--- config.mk ---
export PLATFORM = sky130hd
export DESIGN_NAME = i2c_port_control_one
export DESIGN_NICKNAME = d
export VERILOG_FILES = /design/src/i2c_ctl_pkg.sv /design/src/i2c_port_control_one.sv
export SDC_FILE = /design/constraint.sdc
export NUM_CORES = 1
export LEC_CHECK = 0
export ABC_AREA = 1
export BUFFER_PORTS_ARGS = -buffer_cell sky130_fd_sc_hd__buf_2
export CAP_MARGIN = 20
export CORE_MARGIN = 2
export CORE_UTILIZATION = 48
export CTS_CLUSTER_DIAMETER = 100
export DETAILED_ROUTE_END_ITERATION = 8
export PLACE_DENSITY_LB_ADDON = 0.15
export SYNTH_ARGS = -nofsm -noshare
export SYNTH_HDL_FRONTEND = slang
export SYNTH_SLANG_ARGS = --single-unit
--- constraint.sdc ---
create_clock -name mclk -period 1.7 [get_ports mclk]
set_input_delay 0.34 -clock mclk [delete_from_list [all_inputs] [get_ports mclk]]
set_output_delay 0.34 -clock mclk [all_outputs]
set_load 0.02 [all_outputs]
--- src/i2c_ctl_pkg.sv ---
/*
  constants, field layout and carrier types of the two-wire port control block.
  assumes a 32-bit apb master and a 100 mhz mclk.
*/
`default_nettype none
package i2c_ctl_pkg;

  //////////////////////////////////////////////////////////////////////////////
  // register byte addresses
  localparam logic [11:0] ADDR_CTRL = 12'h000;
  localparam logic [11:0] ADDR_BUF = 12'h004;
  localparam logic [11:0] ADDR_RELOAD = 12'h008;
  localparam logic [11:0] ADDR_ISTS = 12'h00c;
  localparam logic [11:0] ADDR_IMASK = 12'h010;
  localparam logic [11:0] ADDR_STAT = 12'h014;

  //////////////////////////////////////////////////////////////////////////////
  // control register fields and reset values
  localparam int BIT_WRITE_COLLISION_FLAG = 7;
  localparam int BIT_OVF = 6;
  localparam int BIT_EN = 5;
  localparam int BIT_CKP = 4;
  localparam logic [7:0] CTRL_RESET = 8'h00;
  localparam logic [7:0] RELOAD_RESET = 8'h00;

  // mode field encodings
  localparam logic [3:0] MODE_SLV10_SS = 4'hf;
  localparam logic [3:0] MODE_SLV7_SS = 4'he;
  localparam logic [3:0] MODE_SLV7 = 4'h6;
  localparam logic [3:0] MODE_FW_MASTER = 4'hb;

  // event bits, same layout in status and mask
  localparam int EV_N = 5;
  localparam int EV_WRITE_COLLISION_FLAG = 0;
  localparam int EV_OVF = 1;
  localparam int EV_RX = 2;
  localparam int EV_START = 3;
  localparam int EV_STOP = 4;
  localparam logic [EV_N-1:0] EV_RESET = 5'h00;

  // bit counter: data bits 0..7, then acknowledge slot
  localparam logic [3:0] BIT_LAST = 4'h7;
  localparam logic [3:0] BIT_ACK = 4'h8;

  //////////////////////////////////////////////////////////////////////////////
  // open-drain pin drive: oe high pulls the line low
  typedef struct packed {
    logic sda_out;
    logic sda_oe;
    logic scl_out;
    logic scl_oe;
  } pin_drive_t;

  typedef struct packed {
    logic write_collision_flag;
    logic ovf;
    logic en;
    logic clock_release_control;
    logic [3:0] mode;
    logic [7:0] rx_buf;
    logic full;
    logic [7:0] tx_sh;
    logic tx_act;
    logic [7:0] rx_sh;
    logic [3:0] bit_cnt;
    logic [7:0] reload;
    logic [EV_N-1:0] ists;
    logic [EV_N-1:0] imask;
    logic [2:0] scl_sy;
    logic [2:0] sda_sy;
    logic busy;
    pin_drive_t pins;
    logic [31:0] rdata;
    logic irq;
  } ctl_state_t;

endpackage
`default_nettype wire

--- src/i2c_port_control_one.sv ---
/*
  control/status register, shift buffer and slave byte engine of the two-wire port.
  assumes an apb master on mclk; serial_clock_pin and serial_data_pin arrive
  asynchronously and are open-drain lines resolved outside.
*/
// Added by the designer: the APB slave port and the address map.
// How it works
// RULE1: master write while bus busy sets collision
// RULE2: slave write during shifting sets collision
// RULE3: byte into full buffer sets overflow
// RULE4: enable hands pins to serial port
// RULE5: disable returns pins to gpio control
// RULE6: mode field selects slave or master modes
// RULE7: software never loads reload with 0-2
// RULE8: slave clock release low stretches clock
`default_nettype none
module i2c_port_control_one
  import i2c_ctl_pkg::*;
(
  input wire logic mclk,
  input wire logic reset_n,
  input wire logic psel,
  input wire logic penable,
  input wire logic pwrite,
  input wire logic [11:0] paddr,
  input wire logic [31:0] pwdata,
  output logic [31:0] prdata,
  output logic pready,
  output logic pslverr,
  input wire logic serial_data_pin_in,
  input wire logic serial_clock_pin_in,
  input wire pin_drive_t gpio_drive,
  output pin_drive_t pin_drive,
  output logic irq
);

  ctl_state_t st_ff;
  ctl_state_t nxt_st;

  logic mapped;
  logic wr;
  logic rd;
  logic slave_mode;
  logic ss_int;
  logic master_mode;
  logic scl_rise;
  logic scl_fall;
  logic start_det;
  logic stop_det;
  logic byte_done;
  logic buf_write;
  logic collide;
  logic [EV_N-1:0] ev;
  logic [7:0] ctrl_rd;

  //////////////////////////////////////////////////////////////////////////////
  // bus decode; zero wait states, read data captured in the setup cycle
  assign mapped = (paddr == ADDR_CTRL) || (paddr == ADDR_BUF) ||
                  (paddr == ADDR_RELOAD) || (paddr == ADDR_ISTS) ||
                  (paddr == ADDR_IMASK) || (paddr == ADDR_STAT);
  assign wr = psel && penable && pwrite && mapped;
  assign rd = psel && penable && !pwrite && mapped;
  assign pready = psel && penable;
  assign pslverr = psel && penable && !mapped;
  assign prdata = st_ff.rdata;
  assign pin_drive = st_ff.pins;
  assign irq = st_ff.irq;

  //////////////////////////////////////////////////////////////////////////////
  // mode decode
  assign slave_mode = st_ff.en && ((st_ff.mode == MODE_SLV10_SS) ||     // [RULE6]
                      (st_ff.mode == MODE_SLV7_SS) || (st_ff.mode == MODE_SLV7));
  assign ss_int = (st_ff.mode == MODE_SLV10_SS) || (st_ff.mode == MODE_SLV7_SS); // [RULE6]
  assign master_mode = st_ff.en && (st_ff.mode == MODE_FW_MASTER);      // [RULE6]

  // line events from the second and third synchroniser stages only
  assign scl_rise = st_ff.scl_sy[1] && !st_ff.scl_sy[2];
  assign scl_fall = !st_ff.scl_sy[1] && st_ff.scl_sy[2];
  assign start_det = st_ff.scl_sy[1] && st_ff.scl_sy[2] &&
                     !st_ff.sda_sy[1] && st_ff.sda_sy[2];
  assign stop_det = st_ff.scl_sy[1] && st_ff.scl_sy[2] &&
                    st_ff.sda_sy[1] && !st_ff.sda_sy[2];
  assign byte_done = slave_mode && scl_rise && !st_ff.tx_act &&
                     (st_ff.bit_cnt == BIT_LAST);

  // a refused buffer write leaves the shift register untouched
  assign buf_write = wr && (paddr == ADDR_BUF);
  assign collide = buf_write && ((master_mode && st_ff.busy) ||         // [RULE1]
                                 (slave_mode && st_ff.tx_act));         // [RULE2]

  always_comb begin
    ev = '0;
    ev[EV_WRITE_COLLISION_FLAG] = collide;
    ev[EV_OVF] = byte_done && st_ff.full;
    ev[EV_RX] = byte_done && !st_ff.full;
    ev[EV_START] = slave_mode && ss_int && start_det;
    ev[EV_STOP] = slave_mode && ss_int && stop_det;
  end

  assign ctrl_rd = {st_ff.write_collision_flag, st_ff.ovf, st_ff.en, st_ff.clock_release_control, st_ff.mode};

  //////////////////////////////////////////////////////////////////////////////
  always_comb begin
    nxt_st = st_ff;
    nxt_st.scl_sy = {st_ff.scl_sy[1:0], serial_clock_pin_in};
    nxt_st.sda_sy = {st_ff.sda_sy[1:0], serial_data_pin_in};

    // bus activity tracking, seen in every mode
    if (start_det) begin
      nxt_st.busy = 1'b1;
      nxt_st.bit_cnt = '0;
    end else if (stop_det) begin
      nxt_st.busy = 1'b0;
      nxt_st.tx_act = 1'b0;
      nxt_st.bit_cnt = '0;
    end else if (slave_mode && scl_rise) begin
      if (!st_ff.tx_act) begin
        nxt_st.rx_sh = {st_ff.rx_sh[6:0], st_ff.sda_sy[1]};
      end
      if (st_ff.bit_cnt == BIT_ACK) begin
        nxt_st.bit_cnt = '0;
        nxt_st.tx_act = 1'b0;
      end else begin
        nxt_st.bit_cnt = st_ff.bit_cnt + 4'h1;
      end
    end else if (slave_mode && scl_fall && st_ff.tx_act &&
                 (st_ff.bit_cnt != '0) && (st_ff.bit_cnt < BIT_ACK)) begin
      nxt_st.tx_sh = {st_ff.tx_sh[6:0], 1'b1};
    end

    // software side of the control register: flags only clear on a zero
    if (wr && (paddr == ADDR_CTRL)) begin
      nxt_st.write_collision_flag = st_ff.write_collision_flag && pwdata[BIT_WRITE_COLLISION_FLAG];
      nxt_st.ovf = st_ff.ovf && pwdata[BIT_OVF];
      nxt_st.en = pwdata[BIT_EN];
      nxt_st.clock_release_control = pwdata[BIT_CKP];
      nxt_st.mode = pwdata[3:0];
    end
    if (wr && (paddr == ADDR_RELOAD)) begin
      nxt_st.reload = pwdata[7:0];                                     // [RULE7]
    end
    if (wr && (paddr == ADDR_IMASK)) begin
      nxt_st.imask = pwdata[EV_N-1:0];
    end
    if (buf_write && !collide && (slave_mode || master_mode)) begin
      nxt_st.tx_sh = pwdata[7:0];
      nxt_st.tx_act = 1'b1;
    end
    if (rd && (paddr == ADDR_BUF)) begin
      nxt_st.full = 1'b0;
    end

    // hardware sets come last so that they win over a clear
    if (byte_done && !st_ff.full) begin
      nxt_st.rx_buf = {st_ff.rx_sh[6:0], st_ff.sda_sy[1]};
      nxt_st.full = 1'b1;
    end
    if (ev[EV_OVF]) begin
      nxt_st.ovf = 1'b1;                                               // [RULE3]
    end
    if (collide) begin
      nxt_st.write_collision_flag = 1'b1;                                              // [RULE1] [RULE2]
    end
    nxt_st.ists = st_ff.ists;
    if (wr && (paddr == ADDR_ISTS)) begin
      nxt_st.ists = st_ff.ists & ~pwdata[EV_N-1:0];
    end
    nxt_st.ists = nxt_st.ists | ev;
    nxt_st.irq = |(nxt_st.ists & nxt_st.imask);

    // pin ownership; data is only driven while shifting out a zero
    if (nxt_st.en) begin
      nxt_st.pins.sda_out = 1'b0;                                      // [RULE4]
      nxt_st.pins.scl_out = 1'b0;
      nxt_st.pins.sda_oe = slave_mode && nxt_st.tx_act &&
                           (nxt_st.bit_cnt < BIT_ACK) && !nxt_st.tx_sh[7];
      nxt_st.pins.scl_oe = slave_mode && !nxt_st.clock_release_control;                  // [RULE8]
    end else begin
      nxt_st.pins = gpio_drive;                                        // [RULE5]
    end

    // read data is prepared in the setup cycle
    if (psel && !penable && !pwrite) begin
      case (paddr)
        ADDR_CTRL: nxt_st.rdata = {24'h000000, ctrl_rd};
        ADDR_BUF: nxt_st.rdata = {24'h000000, st_ff.rx_buf};
        ADDR_RELOAD: nxt_st.rdata = {24'h000000, st_ff.reload};
        ADDR_ISTS: nxt_st.rdata = {27'h0000000, st_ff.ists};
        ADDR_IMASK: nxt_st.rdata = {27'h0000000, st_ff.imask};
        ADDR_STAT: nxt_st.rdata = {27'h0000000, st_ff.scl_sy[1], st_ff.sda_sy[1],
                                   st_ff.busy, st_ff.tx_act, st_ff.full};
        default: nxt_st.rdata = 32'h00000000;
      endcase
    end
  end

  //////////////////////////////////////////////////////////////////////////////
  always_ff @(posedge mclk or negedge reset_n) begin
    if (!reset_n) begin
      st_ff <= '0;
      st_ff.scl_sy <= 3'h7;
      st_ff.sda_sy <= 3'h7;
      st_ff.ists <= EV_RESET;
      st_ff.imask <= EV_RESET;
      st_ff.reload <= RELOAD_RESET;
      {st_ff.write_collision_flag, st_ff.ovf, st_ff.en, st_ff.clock_release_control, st_ff.mode} <= CTRL_RESET;
    end else begin
      st_ff <= nxt_st;
    end
  end
endmodule // i2c_port_control_one
`default_nettype wire

==> results.md, run 1 <==
* All-Layer GR Usage at 0.225
* Final hold vios at 0
* Number of diodes at 0
* Min cycle time layout at 1.75 ns
* Leak at 2.54 nW
* GRT Residual Overflow at 0
* Violated checks: negative setup slack
* Synth unique cells at 42
* FILL cells at 661
* Syn. warnings at 0
* Initial core utilization at 0.496
* CTS tree: done
* Synth Flop Type: dfrtp_1
* Status: finished with violations
* Skew final at 0.00455 ns
* Initial antenna violation count at 0
* Most frequent cells in the layout: 102 x nand2_1, 78 x buf_4, 69 x dfrtp_1
* Htree depth at 3
* Vias at 3,424
* Reg2reg start: ctrl_rd[2]$_DFFE_PN0N_
* Min-Delay Endpoint: nxt_st[39]$_DFF_PN1_
* Post-Syn Area per Cell at 8.41 µm²
* Final setup violating endpoints at 1
* Die Width at 93.6 µm
* Synthesis-to-finish area growth at 30.0%
* Storage cell area at 1880 µm²
* Critical Path End Type: register
* Nets@finish at 631
* Clock slew at reported path FFs at 0.08 ns
* CTS Buf Count at 9
* Multi-input gate area at 1590 µm²
* Max Clk Rate at 572 MHz
* Number of port buffers at 45
* Hold_sp: serial_data_pin_in
* Period utilization at 1.03
* Number of global-route vias before repair at 3,151
* R2R depth at 9
* Core area at 7770 µm²
* Fin Setup TNS at -0.0471 ns
* Clk sinks at 75
* Synthesized flop and latch total at 75
* Max-Cap Viols at 0
* Post-synth ARST share at 1.00
* Cell count after synthesis at 458
* Drt drc at 0
* Iteration-0 DRC count of the detailed router at 230
* Register area share after synthesis at 0.489
* Largest net degree at the start of global routing at 35
* Count of flip-flops with a built-in enable after synthesis at 0
* Yosys top cell area share at 0.448
* # rows at 32
* Total wire length at 9.74 mm
* ANT nets after route at 0
* Max Slew Vio Count at 0
* Cell area after synthesis at 3850 µm²
* Ports at 94
* Hold Path Class: in2reg
* Hold Path Cell Cnt at 1
* WP data arrival at 1.98 ns
* Routed vias/inst at 5.03
* CTS Root Cell: clkbuf_8
* Drt pass-1 iters at 5
* Req. time, crit path at 1.93 ns
* Full die area at 8760 µm²
* Setup slack, reg-to-reg at -0.05 ns
* Final Util at 0.645
* First-pass GRT wire length at 15.3 mm
* GPL Wtd Cong at 0.834
* CP Launch Type: register
* DP Wirelength at 7.05 mm
* Unrepaired setup endpoints after global routing: true
* Layout cells sized above 1 at 0.356
* Peak supply drop at 611 µV
* Critical path peak fanout at 8
* Reg2reg end: st_ff[75]$_DFFE_PN0P_
* Setup ws final at -0.0471 ns
* Pwr dens at 738 nW/µm²
* Most common cell after layout, fill and taps aside: nand2_1
* Insertion delay to the later sink of the worst-skew pair at 0.35 ns
* CTS max path bufs at 2
* Setup CP Type: reg2reg
* Cell taking the most area after synthesis: dfrtp_1
* Dominant cells by area after synthesis: dfrtp_1 45%, nand2_1 11%, buf_4 7.0%, inv_1 6.0%, o21ai_0 5.5%
* Die height at 93.6 µm
* Per-cell routed wire length at 14.3 µm
[through the flow]
| stage | total power [W] | hold slack [ns] | cells | setup slack (ns) | cell area [µm²] |
|---|---|---|---|---|---|
| after global routing | 0.00382 | 0.0720 | 681 | -0.130 | 5010 |
| after floorplan | 0.00209 | 0.0444 | 481 | 0.00457 | 3940 |
| final | 0.00370 | 0.0839 | 681 | -0.0471 | 5010 |
| after detailed placement | 0.00217 | 0.314 | 651 | -0.286 | 4500 |
| after CTS | 0.00370 | 0.0742 | 673 | 0.00568 | 4820 |
| after global placement | 0.00217 | 0.311 | 651 | -0.240 | 4500 |
[synthesized netlist by cell type, drive strengths merged (4+ instances only)]
| library cell | n |
|---|---|
| dfstp | 6 |
| a221oi | 5 |
| nor4 | 4 |
| o211ai | 6 |
| o21ai | 45 |
| dfrtp | 69 |
| nor2 | 29 |
| nand2 | 116 |
| nand3 | 21 |
| buf | 40 |
| o22ai | 4 |
| inv | 68 |
| nand4 | 8 |
| clkbuf | 4 |
| nor3 | 6 |
| a2bb2oi | 4 |
| a21oi | 7 |
[routing by layer]
metal	global-route usage	up-vias	part of all wire
met5	0	-	0
met4	0.0737	0	0.020
met3	0.0355	19	0.060
met2	0.378	128	0.49
met1	0.299	1617	0.43
li1	-	1660	-
[state kept, by name (all words and copies together), names as in the netlist]
signal,flops
nxt_st,4
ctrl_rd,8
prdata,8
irq,1
st_ff,50
pin_drive,4
[cell families after synthesis]
kind of cell             after synthesis  synth area share
AO/OA/AOI/OAI                         78             0.124
XOR/XNOR                               2           0.00455
adder cells (fa/ha/maj)                2           0.00650
buffers and inverters                114             0.151
flip-flops                            75             0.489
multiplexers                           1           0.00292
other                                  1          0.000974
AND/OR/NAND/NOR                      185             0.221
[power breakdown]
part	leakage, nW	total (W)	switching, W	internal, W
sequential	0.931	0.00184	0.0000195	0.00182
clock	0.110	0.00153	0.000698	0.000836
combinational	1.50	0.000323	0.000212	0.000111
[worst max-delay path: stages, from the launching register on]
cell and delay, ns:
dfrtp_1 0.43, nor3_2 0.24, nand3_2 0.15, o22ai_2 0.19, a21oi_2 0.08, nand2_4 0.13
nand2_1 0.09, buf_4 0.14, o22ai_1 0.11, inv_1 0.07
[worst max-delay path by stage]
| stage | from | endpoint | slack, ns |
|---|---|---|---|
| global placement | paddr[11] | st_ff[76]$_DFFE_PN0P_ | -0.24 |
| floorplan | paddr[11] | pslverr | 0.005 |
| detailed placement | paddr[1] | st_ff[81]$_DFFE_PN0P_ | -0.29 |
| global route | ctrl_rd[2]$_DFFE_PN0N_ | st_ff[75]$_DFFE_PN0P_ | -0.13 |
| finish | ctrl_rd[2]$_DFFE_PN0N_ | st_ff[75]$_DFFE_PN0P_ | -0.05 |
| CTS | ctrl_rd[2]$_DFFE_PN0N_ | st_ff[75]$_DFFE_PN0P_ | 0.006 |
[layout make-up]
type	count	area share
flip-flops and latches	75	0.376
multi-input cells	292	0.318
repair buffers	126	0.183
inverters	70	0.0535
well taps	102	0.0255
clock buffers	9	0.0247
clock inverters	7	0.0197
[what timing repair did]
action | CTS | global route
hold buffers | 1 | 0
gates resized for setup | 15 | 38
endpoints found under the setup margin | 10 | 29
pin swaps | 10 | 13
endpoints found under the hold margin | 29 | 0
setup buffers | 5 | 8
gates cloned | 0 | 0
(Power assumes the default switching activity.)
==> run 2, diff against run 1 <==
CORE_MARGIN = unset   (was 2)
CORE_UTILIZATION = 50   (was 48)
CTS_BUF_LIST = sky130_fd_sc_hd__clkbuf_8   (was unset)
CTS_CLUSTER_DIAMETER = 40   (was 100)
==> run 2 against run 1 <==
Net effect:
- the run now ends clean
- power up 4.3%
- non-clock buffer count increased by 1
- first-iteration DRC count increased by 16%
- global-route usage up 2.2 points
- fmax rose by 3.1%
- combinational power increased by 7.1%
- register-to-register slack better by 0.05 ns
- clock skew grew 0.0087 ns
- flip-flop and latch count stayed put
- routed wire length grew 3.3%
- cell count is 0.29% lower
- die area shrank 8.0%
- critical path type unchanged
- highest routed layer unchanged
==> results.md, run 2 (synthesis results as in run 1) <==
* Final Util at 0.703 (was 0.645)
* Top reg by flops: st_ff (unchanged)
* Iteration-0 DRC count of the detailed router at 266 (was 230)
* Largest net degree at the start of global routing at 28 (was 35)
* Die Width at 89.8 µm (was 93.6 µm)
* CTS Root Cell: clkbuf_8 (unchanged)
* Final hold vios at 0 (unchanged)
* Die height at 89.8 µm (was 93.6 µm)
* Setup ws final at 0.00549 ns (was -0.0471 ns)
* Pwr dens at 749 nW/µm² (was 738 nW/µm²)
* CP Launch Type: register (unchanged)
* Clock slew at reported path FFs at 0.08 ns (about the same)
* Max Slew Vio Count at 0 (unchanged)
* Number of diodes at 0 (unchanged)
* DP Wirelength at 7.13 mm (was 7.05 mm)
* Peak supply drop at 456 µV (was 611 µV)
* Min cycle time layout at 1.69 ns (was 1.75 ns)
* ANT nets after route at 0 (unchanged)
* WP data arrival at 1.98 ns (about the same)
* Core area at 7330 µm² (was 7770 µm²)
* Drt drc at 0 (unchanged)
* Power Total at 0.00386 W (was 0.00370 W)
* Max-Cap Viols at 0 (unchanged)
* Number of global-route vias before repair at 3,297 (was 3,151)
* Most common cell after layout, fill and taps aside: nand2_1 (unchanged)
* Leak at 2.61 nW (was 2.54 nW)
* Critical path peak fanout at 4 (was 8)
* Period utilization at 0.997 (was 1.03)
* Clk sinks at 75 (unchanged)
* CTS max path bufs at 2 (unchanged)
* Vias at 3,407 (was 3,424)
* CTS Buf Count at 9 (unchanged)
* Drt pass-1 iters at 5 (unchanged)
* All-Layer GR Usage at 0.247 (was 0.225)
* Per-cell routed wire length at 14.8 µm (was 14.3 µm)
* Place WS at -0.228 ns (was -0.286 ns)
* Htree depth at 3 (unchanged)
* Insertion delay to the later sink of the worst-skew pair at 0.35 ns (about the same)
* Critical Path End Type: register (unchanged)
* Max Clk Rate at 590 MHz (was 572 MHz)
* Unrepaired setup endpoints after global routing: true (unchanged)
* Routed vias/inst at 5.02 (was 5.03)
* Nets@finish at 632 (was 631)
* Ports at 94 (unchanged)
* Initial core utilization at 0.525 (was 0.496)
* Final setup violating endpoints at 0 (was 1)
* Fin Hold WS at 0.0853 ns (was 0.0839 ns)
* Skew final at 0.0132 ns (was 0.00455 ns)
* Req. time, crit path at 1.98 ns (was 1.93 ns)
* Status: finished clean (was finished with violations)
* Synthesis-to-finish area growth at 33.7% (was 30.0%)
* # rows at 31 (was 32)
* Hold Path Class: in2reg (unchanged)
* Fin Setup TNS at 0 ns (was -0.0471 ns)
* Setup CP Type: reg2reg (unchanged)
* GPL Wtd Cong at 0.850 (was 0.834)
* Total wire length at 10.1 mm (was 9.74 mm)
* CTS tree: done (unchanged)
* Number of port buffers at 45 (unchanged)
* Initial antenna violation count at 0 (unchanged)
* Number of flip-flops in the largest register at 50 (unchanged)
* First-pass GRT wire length at 15.6 mm (was 15.3 mm)
* Layout cells sized above 1 at 0.383 (was 0.356)
* Most frequent cells in the layout: 97 x nand2_1, 77 x buf_4, 69 x dfrtp_1 (was 102 x nand2_1, 78 x buf_4, 69 x dfrtp_1)
* Full die area at 8060 µm² (was 8760 µm²)
* GRT Residual Overflow at 0 (unchanged)
==> run 2: worst paths after layout <==
path | slack, ns | startpoint | to | depth (start not counted)
max in group asynchronous | 0.61 | reset_n | st_ff[43]$_DFF_PN1_ | 3
hold / removal | 0.09 | serial_data_pin_in | nxt_st[39]$_DFF_PN1_ | 1
setup / recovery | 0.005 | ctrl_rd[2]$_DFFE_PN0N_ | ctrl_rd[6]$_DFFE_PN0P_ | 10
hold reg to reg | 0.36 | nxt_st[39]$_DFF_PN1_ | nxt_st[40]$_DFF_PN1_ | 0
min in group asynchronous | 0.44 | reset_n | st_ff[80]$_DFFE_PN0P_ | 2
setup reg to reg | 0.005 | ctrl_rd[2]$_DFFE_PN0N_ | ctrl_rd[6]$_DFFE_PN0P_ | 10
==> run 2: power breakdown <==
| group | internal (W) | total, W | switching (W) |
|---|---|---|---|
| logic | 0.000123 | 0.000346 | 0.000223 |
| clock network | 0.00101 | 0.00167 | 0.000657 |
| registers | 0.00182 | 0.00184 | 0.0000208 |
==> run 2: per-stage QoR <==
stage | cells | cell area (µm²)
2_1_floorplan | 481 | 3940
3_3_place_gp | 647 | 4500
3_5_place_dp | 647 | 4500
4_1_cts | 670 | 4840
5_1_grt | 679 | 5150
6_report | 679 | 5150
==> run 2: area by class of cell <==
cell class | count | area [µm²]
fill | 589 | 2180
sequential | 75 | 1880
multi-input combinational | 292 | 1680
timing repair buffer | 127 | 953
inverter | 70 | 264
clock buffer | 10 | 138
tap | 99 | 124
clock inverter | 6 | 106
==> run 2: worst max-delay path: stages (launching register included) <==
cell and delay, ns:
dfrtp_1 0.41, nand2_1 0.09, nor2_1 0.11, o21ai_2 0.10
inv_1 0.09, nand3_2 0.11, nor4_2 0.20, nand2_1 0.18
buf_4 0.17, buf_4 0.12, nand2_1 0.05
==> run 2: what timing repair did <==
| action | in CTS | in global routing |
|---|---|---|
| endpoints found under the setup margin | 8 | 27 |
| gates resized for setup | 14 | 65 |
| buffers inserted | 6 | 9 |
| hold endpoints to repair | 24 | 0 |
| pin swaps | 9 | 35 |
| hold buffers | 1 | 0 |
==> run 2: metal layers <==
layer  global-route usage  wire, µm
met1                0.320      4300
met2                0.414      5130
met3               0.0533       449
met4               0.0751       182
met5                    0         0
==> run 3, diff against run 2 <==
CORE_MARGIN = 2   (was unset)
==> run 3 against run 2 <==
Net effect:
- cell count down 0.59%
- global-route usage down 1.7 points
- clock power about the same
- hold slack worse by 0.0020 ns
- critical path depth up 2
- sequential share of layout area up 0.79 points
- power down 0.85%
- via count down 1.8%
- clock skew down 0.0022 ns
- worst setup slack better by 0.014 ns
- fmax up 0.84%
- critical path type unchanged
==> results.md, run 3 (synthesis results as in run 1) <==
* Die Width at 91.8 µm (was 89.8 µm)
* Total wire length at 9.60 mm (was 10.1 mm)
* Power Total at 0.00382 W (was 0.00386 W)
* Final Util at 0.663 (was 0.703)
* Max-Cap Viols at 0 (unchanged)
* Full die area at 8420 µm² (was 8060 µm²)
* ANT nets after route at 0 (unchanged)
* Req. time, crit path at 1.95 ns (was 1.98 ns)
* Number of diodes at 0 (unchanged)
* Worst path max stage delay at 0.43 ns (was 0.41 ns)
* CP cell instances: nand2_2, nor2_4, o21ai_4, inv_2, nand3_4, inv_2, nand2_1, xor2_1, nor2_1, a21oi_1, nand3_2, nand2_1 (was nand2_1, nor2_1, o21ai_2, inv_1, nand3_2, nor4_2, nand2_1, buf_4, buf_4, nand2_1)
* Ports at 94 (unchanged)
* Final hold vios at 0 (unchanged)
* Number of port buffers at 45 (unchanged)
* Peak supply drop at 675 µV (was 456 µV)
* Post-layout instance area at 5040 µm² (was 5150 µm²)
* CP Launch Type: register (unchanged)
* Iteration-0 DRC count of the detailed router at 192 (was 266)
* Initial antenna violation count at 0 (unchanged)
* CP startpoint: ctrl_rd[2]$_DFFE_PN0N_ (unchanged)
* Hold Path Class: in2reg (unchanged)
* Setup slack, reg-to-reg at 0.02 ns (was 0.005 ns)
* Pwr dens at 758 nW/µm² (was 749 nW/µm²)
* CTS Buf Count at 9 (unchanged)
* Critical path peak fanout at 4 (unchanged)
* Storage cell area at 1890 µm² (was 1880 µm²)
* Status: finished clean (unchanged)
* Final setup violating endpoints at 0 (unchanged)
* Die height at 91.8 µm (was 89.8 µm)
* CTS Root Cell: clkbuf_8 (unchanged)
* Drt pass-1 iters at 5 (unchanged)
* Min cycle time layout at 1.68 ns (was 1.69 ns)
* DP Wirelength at 6.90 mm (was 7.13 mm)
* Setup CP Type: reg2reg (unchanged)
* Largest net degree at the start of global routing at 37 (was 28)
* Unrepaired setup endpoints after global routing: true (unchanged)
* Clock slew at reported path FFs at 0.08 ns (about the same)
* Per-cell routed wire length at 14.2 µm (was 14.8 µm)
* Critical Path End Type: register (unchanged)
* Number of global-route vias before repair at 3,165 (was 3,297)
* WP data arrival at 1.93 ns (was 1.98 ns)
* CTS tree: done (unchanged)
* CTS max path bufs at 2 (unchanged)
* Hold_sp: serial_clock_pin_in (was serial_data_pin_in)
* Period utilization at 0.988 (was 0.997)
* Placed inst area at 4450 µm² (was 4500 µm²)
* Nets@finish at 625 (was 632)
* GRT Residual Overflow at 0 (unchanged)
* Initial core utilization at 0.506 (was 0.525)
* Top reg by flops: st_ff (unchanged)
* Hold Path Cell Cnt at 1 (unchanged)
* Most common cell after layout, fill and taps aside: nand2_1 (unchanged)
* All-Layer GR Usage at 0.229 (was 0.247)
* Insertion delay to the later sink of the worst-skew pair at 0.36 ns (was 0.35 ns)
* Max Clk Rate at 595 MHz (was 590 MHz)
* Multi-input gate area at 1660 µm² (was 1680 µm²)
* Leak at 2.54 nW (was 2.61 nW)
* Skew final at 0.0111 ns (was 0.0132 ns)
* R2R depth at 12 (was 10)
* Slowest cell on crit path: dfrtp_2 (was dfrtp_1)
* Clk sinks at 75 (unchanged)
* Core area at 7610 µm² (was 7330 µm²)
* GPL Wtd Cong at 0.901 (was 0.850)
* Drt drc at 0 (unchanged)
* Fin Setup TNS at 0 ns (unchanged)
* First-pass GRT wire length at 14.9 mm (was 15.6 mm)
* Synthesis-to-finish area growth at 31.0% (was 33.7%)
* Min-Delay Endpoint: nxt_st[42]$_DFF_PN1_ (was nxt_st[39]$_DFF_PN1_)
* Layout cells sized above 1 at 0.368 (was 0.383)
* Vias at 3,346 (was 3,407)
* Reg2reg end: pin_drive[2]$_DFF_PN0_ (was ctrl_rd[6]$_DFFE_PN0P_)
* # rows at 32 (was 31)
* FILL cells at 624 (was 589)
* Reg2reg start: ctrl_rd[2]$_DFFE_PN0N_ (unchanged)
* Routed vias/inst at 4.96 (was 5.02)
* Max Slew Vio Count at 0 (unchanged)
* Htree depth at 3 (unchanged)
* Most frequent cells in the layout: 98 x nand2_1, 72 x buf_4, 68 x dfrtp_1 (was 97 x nand2_1, 77 x buf_4, 69 x dfrtp_1)
* Number of flip-flops in the largest register at 50 (unchanged)
==> run 3: cell count changes in the layout (fill, tap and decap cells not counted), sizes merged <==
cell | previous run | this run
buf | 126 | 119
clkinv | 2 | 1
clkinvlp | 0 | 1
==> run 3: worst max path at each step <==
stage	cells past startpoint	slack (ns)	to
floorplan	9	0.005	pslverr
global placement	15	-0.28	st_ff[76]$_DFFE_PN0P_
detailed placement	15	-0.31	st_ff[78]$_DFFE_PN0P_
CTS	12	-0.02	pslverr
global route	12	-0.19	pin_drive[2]$_DFF_PN0_
finish	12	0.02	pin_drive[2]$_DFF_PN0_
==> run 3: metal layers <==
metal | up-vias | track usage | wire, µm
met1 | 1597 | 0.297 | 4190
met3 | 17 | 0.0575 | 494
met5 | - | 0 | 0
li1 | 1640 | - | -
met2 | 92 | 0.369 | 4700
met4 | 0 | 0.0958 | 215
==> run 3: final cells by class <==
type / instances / share of cell area
multi-input combinational: 292 / 0.329
sequential: 75 / 0.374
clock buffer: 10 / 0.0273
timing repair buffer: 120 / 0.171
clock inverter: 6 / 0.0208
inverter: 70 / 0.0526
tap: 102 / 0.0253
==> run 3: metrics by stage <==
step | std cells | setup slack, ns | hold slack (ns)
floorplan | 481 | 0.00457 | 0.0444
global placement | 645 | -0.282 | 0.221
detailed placement | 645 | -0.305 | 0.219
CTS | 667 | -0.0233 | 0.0733
global route | 675 | -0.191 | 0.0673
finish | 675 | 0.0196 | 0.0833
==> run 3: repair_timing <==
| item | 4_1_cts | 5_1_grt |
|---|---|---|
| buffers inserted | 5 | 8 |
| setup endpoints to repair | 9 | 33 |
| hold endpoints to repair | 14 | 0 |
| gates resized for setup | 10 | 60 |
| pin swaps | 2 | 25 |
| cloned | 0 | 0 |
| hold buffers | 1 | 0 |
==> run 3: critical path: cells and delay by family, from the launching register on <==
family	cells	cell delay (ns)
AOI/OAI and AO/OA	2	0.16
buffers and inverters	2	0.18
and+or+nand+nor	7	0.64
xor gates and xnor gates	1	0.16
DFF	1	0.43
==> run 3: where the power goes <==
part	leakage (nW)	switching (W)	total, W	internal [W]
sequential	0.930	0.0000208	0.00184	0.00182
combinational	1.49	0.000214	0.000325	0.000111
clock	0.125	0.000651	0.00166	0.00100
total	2.54	0.000886	0.00382	0.00294
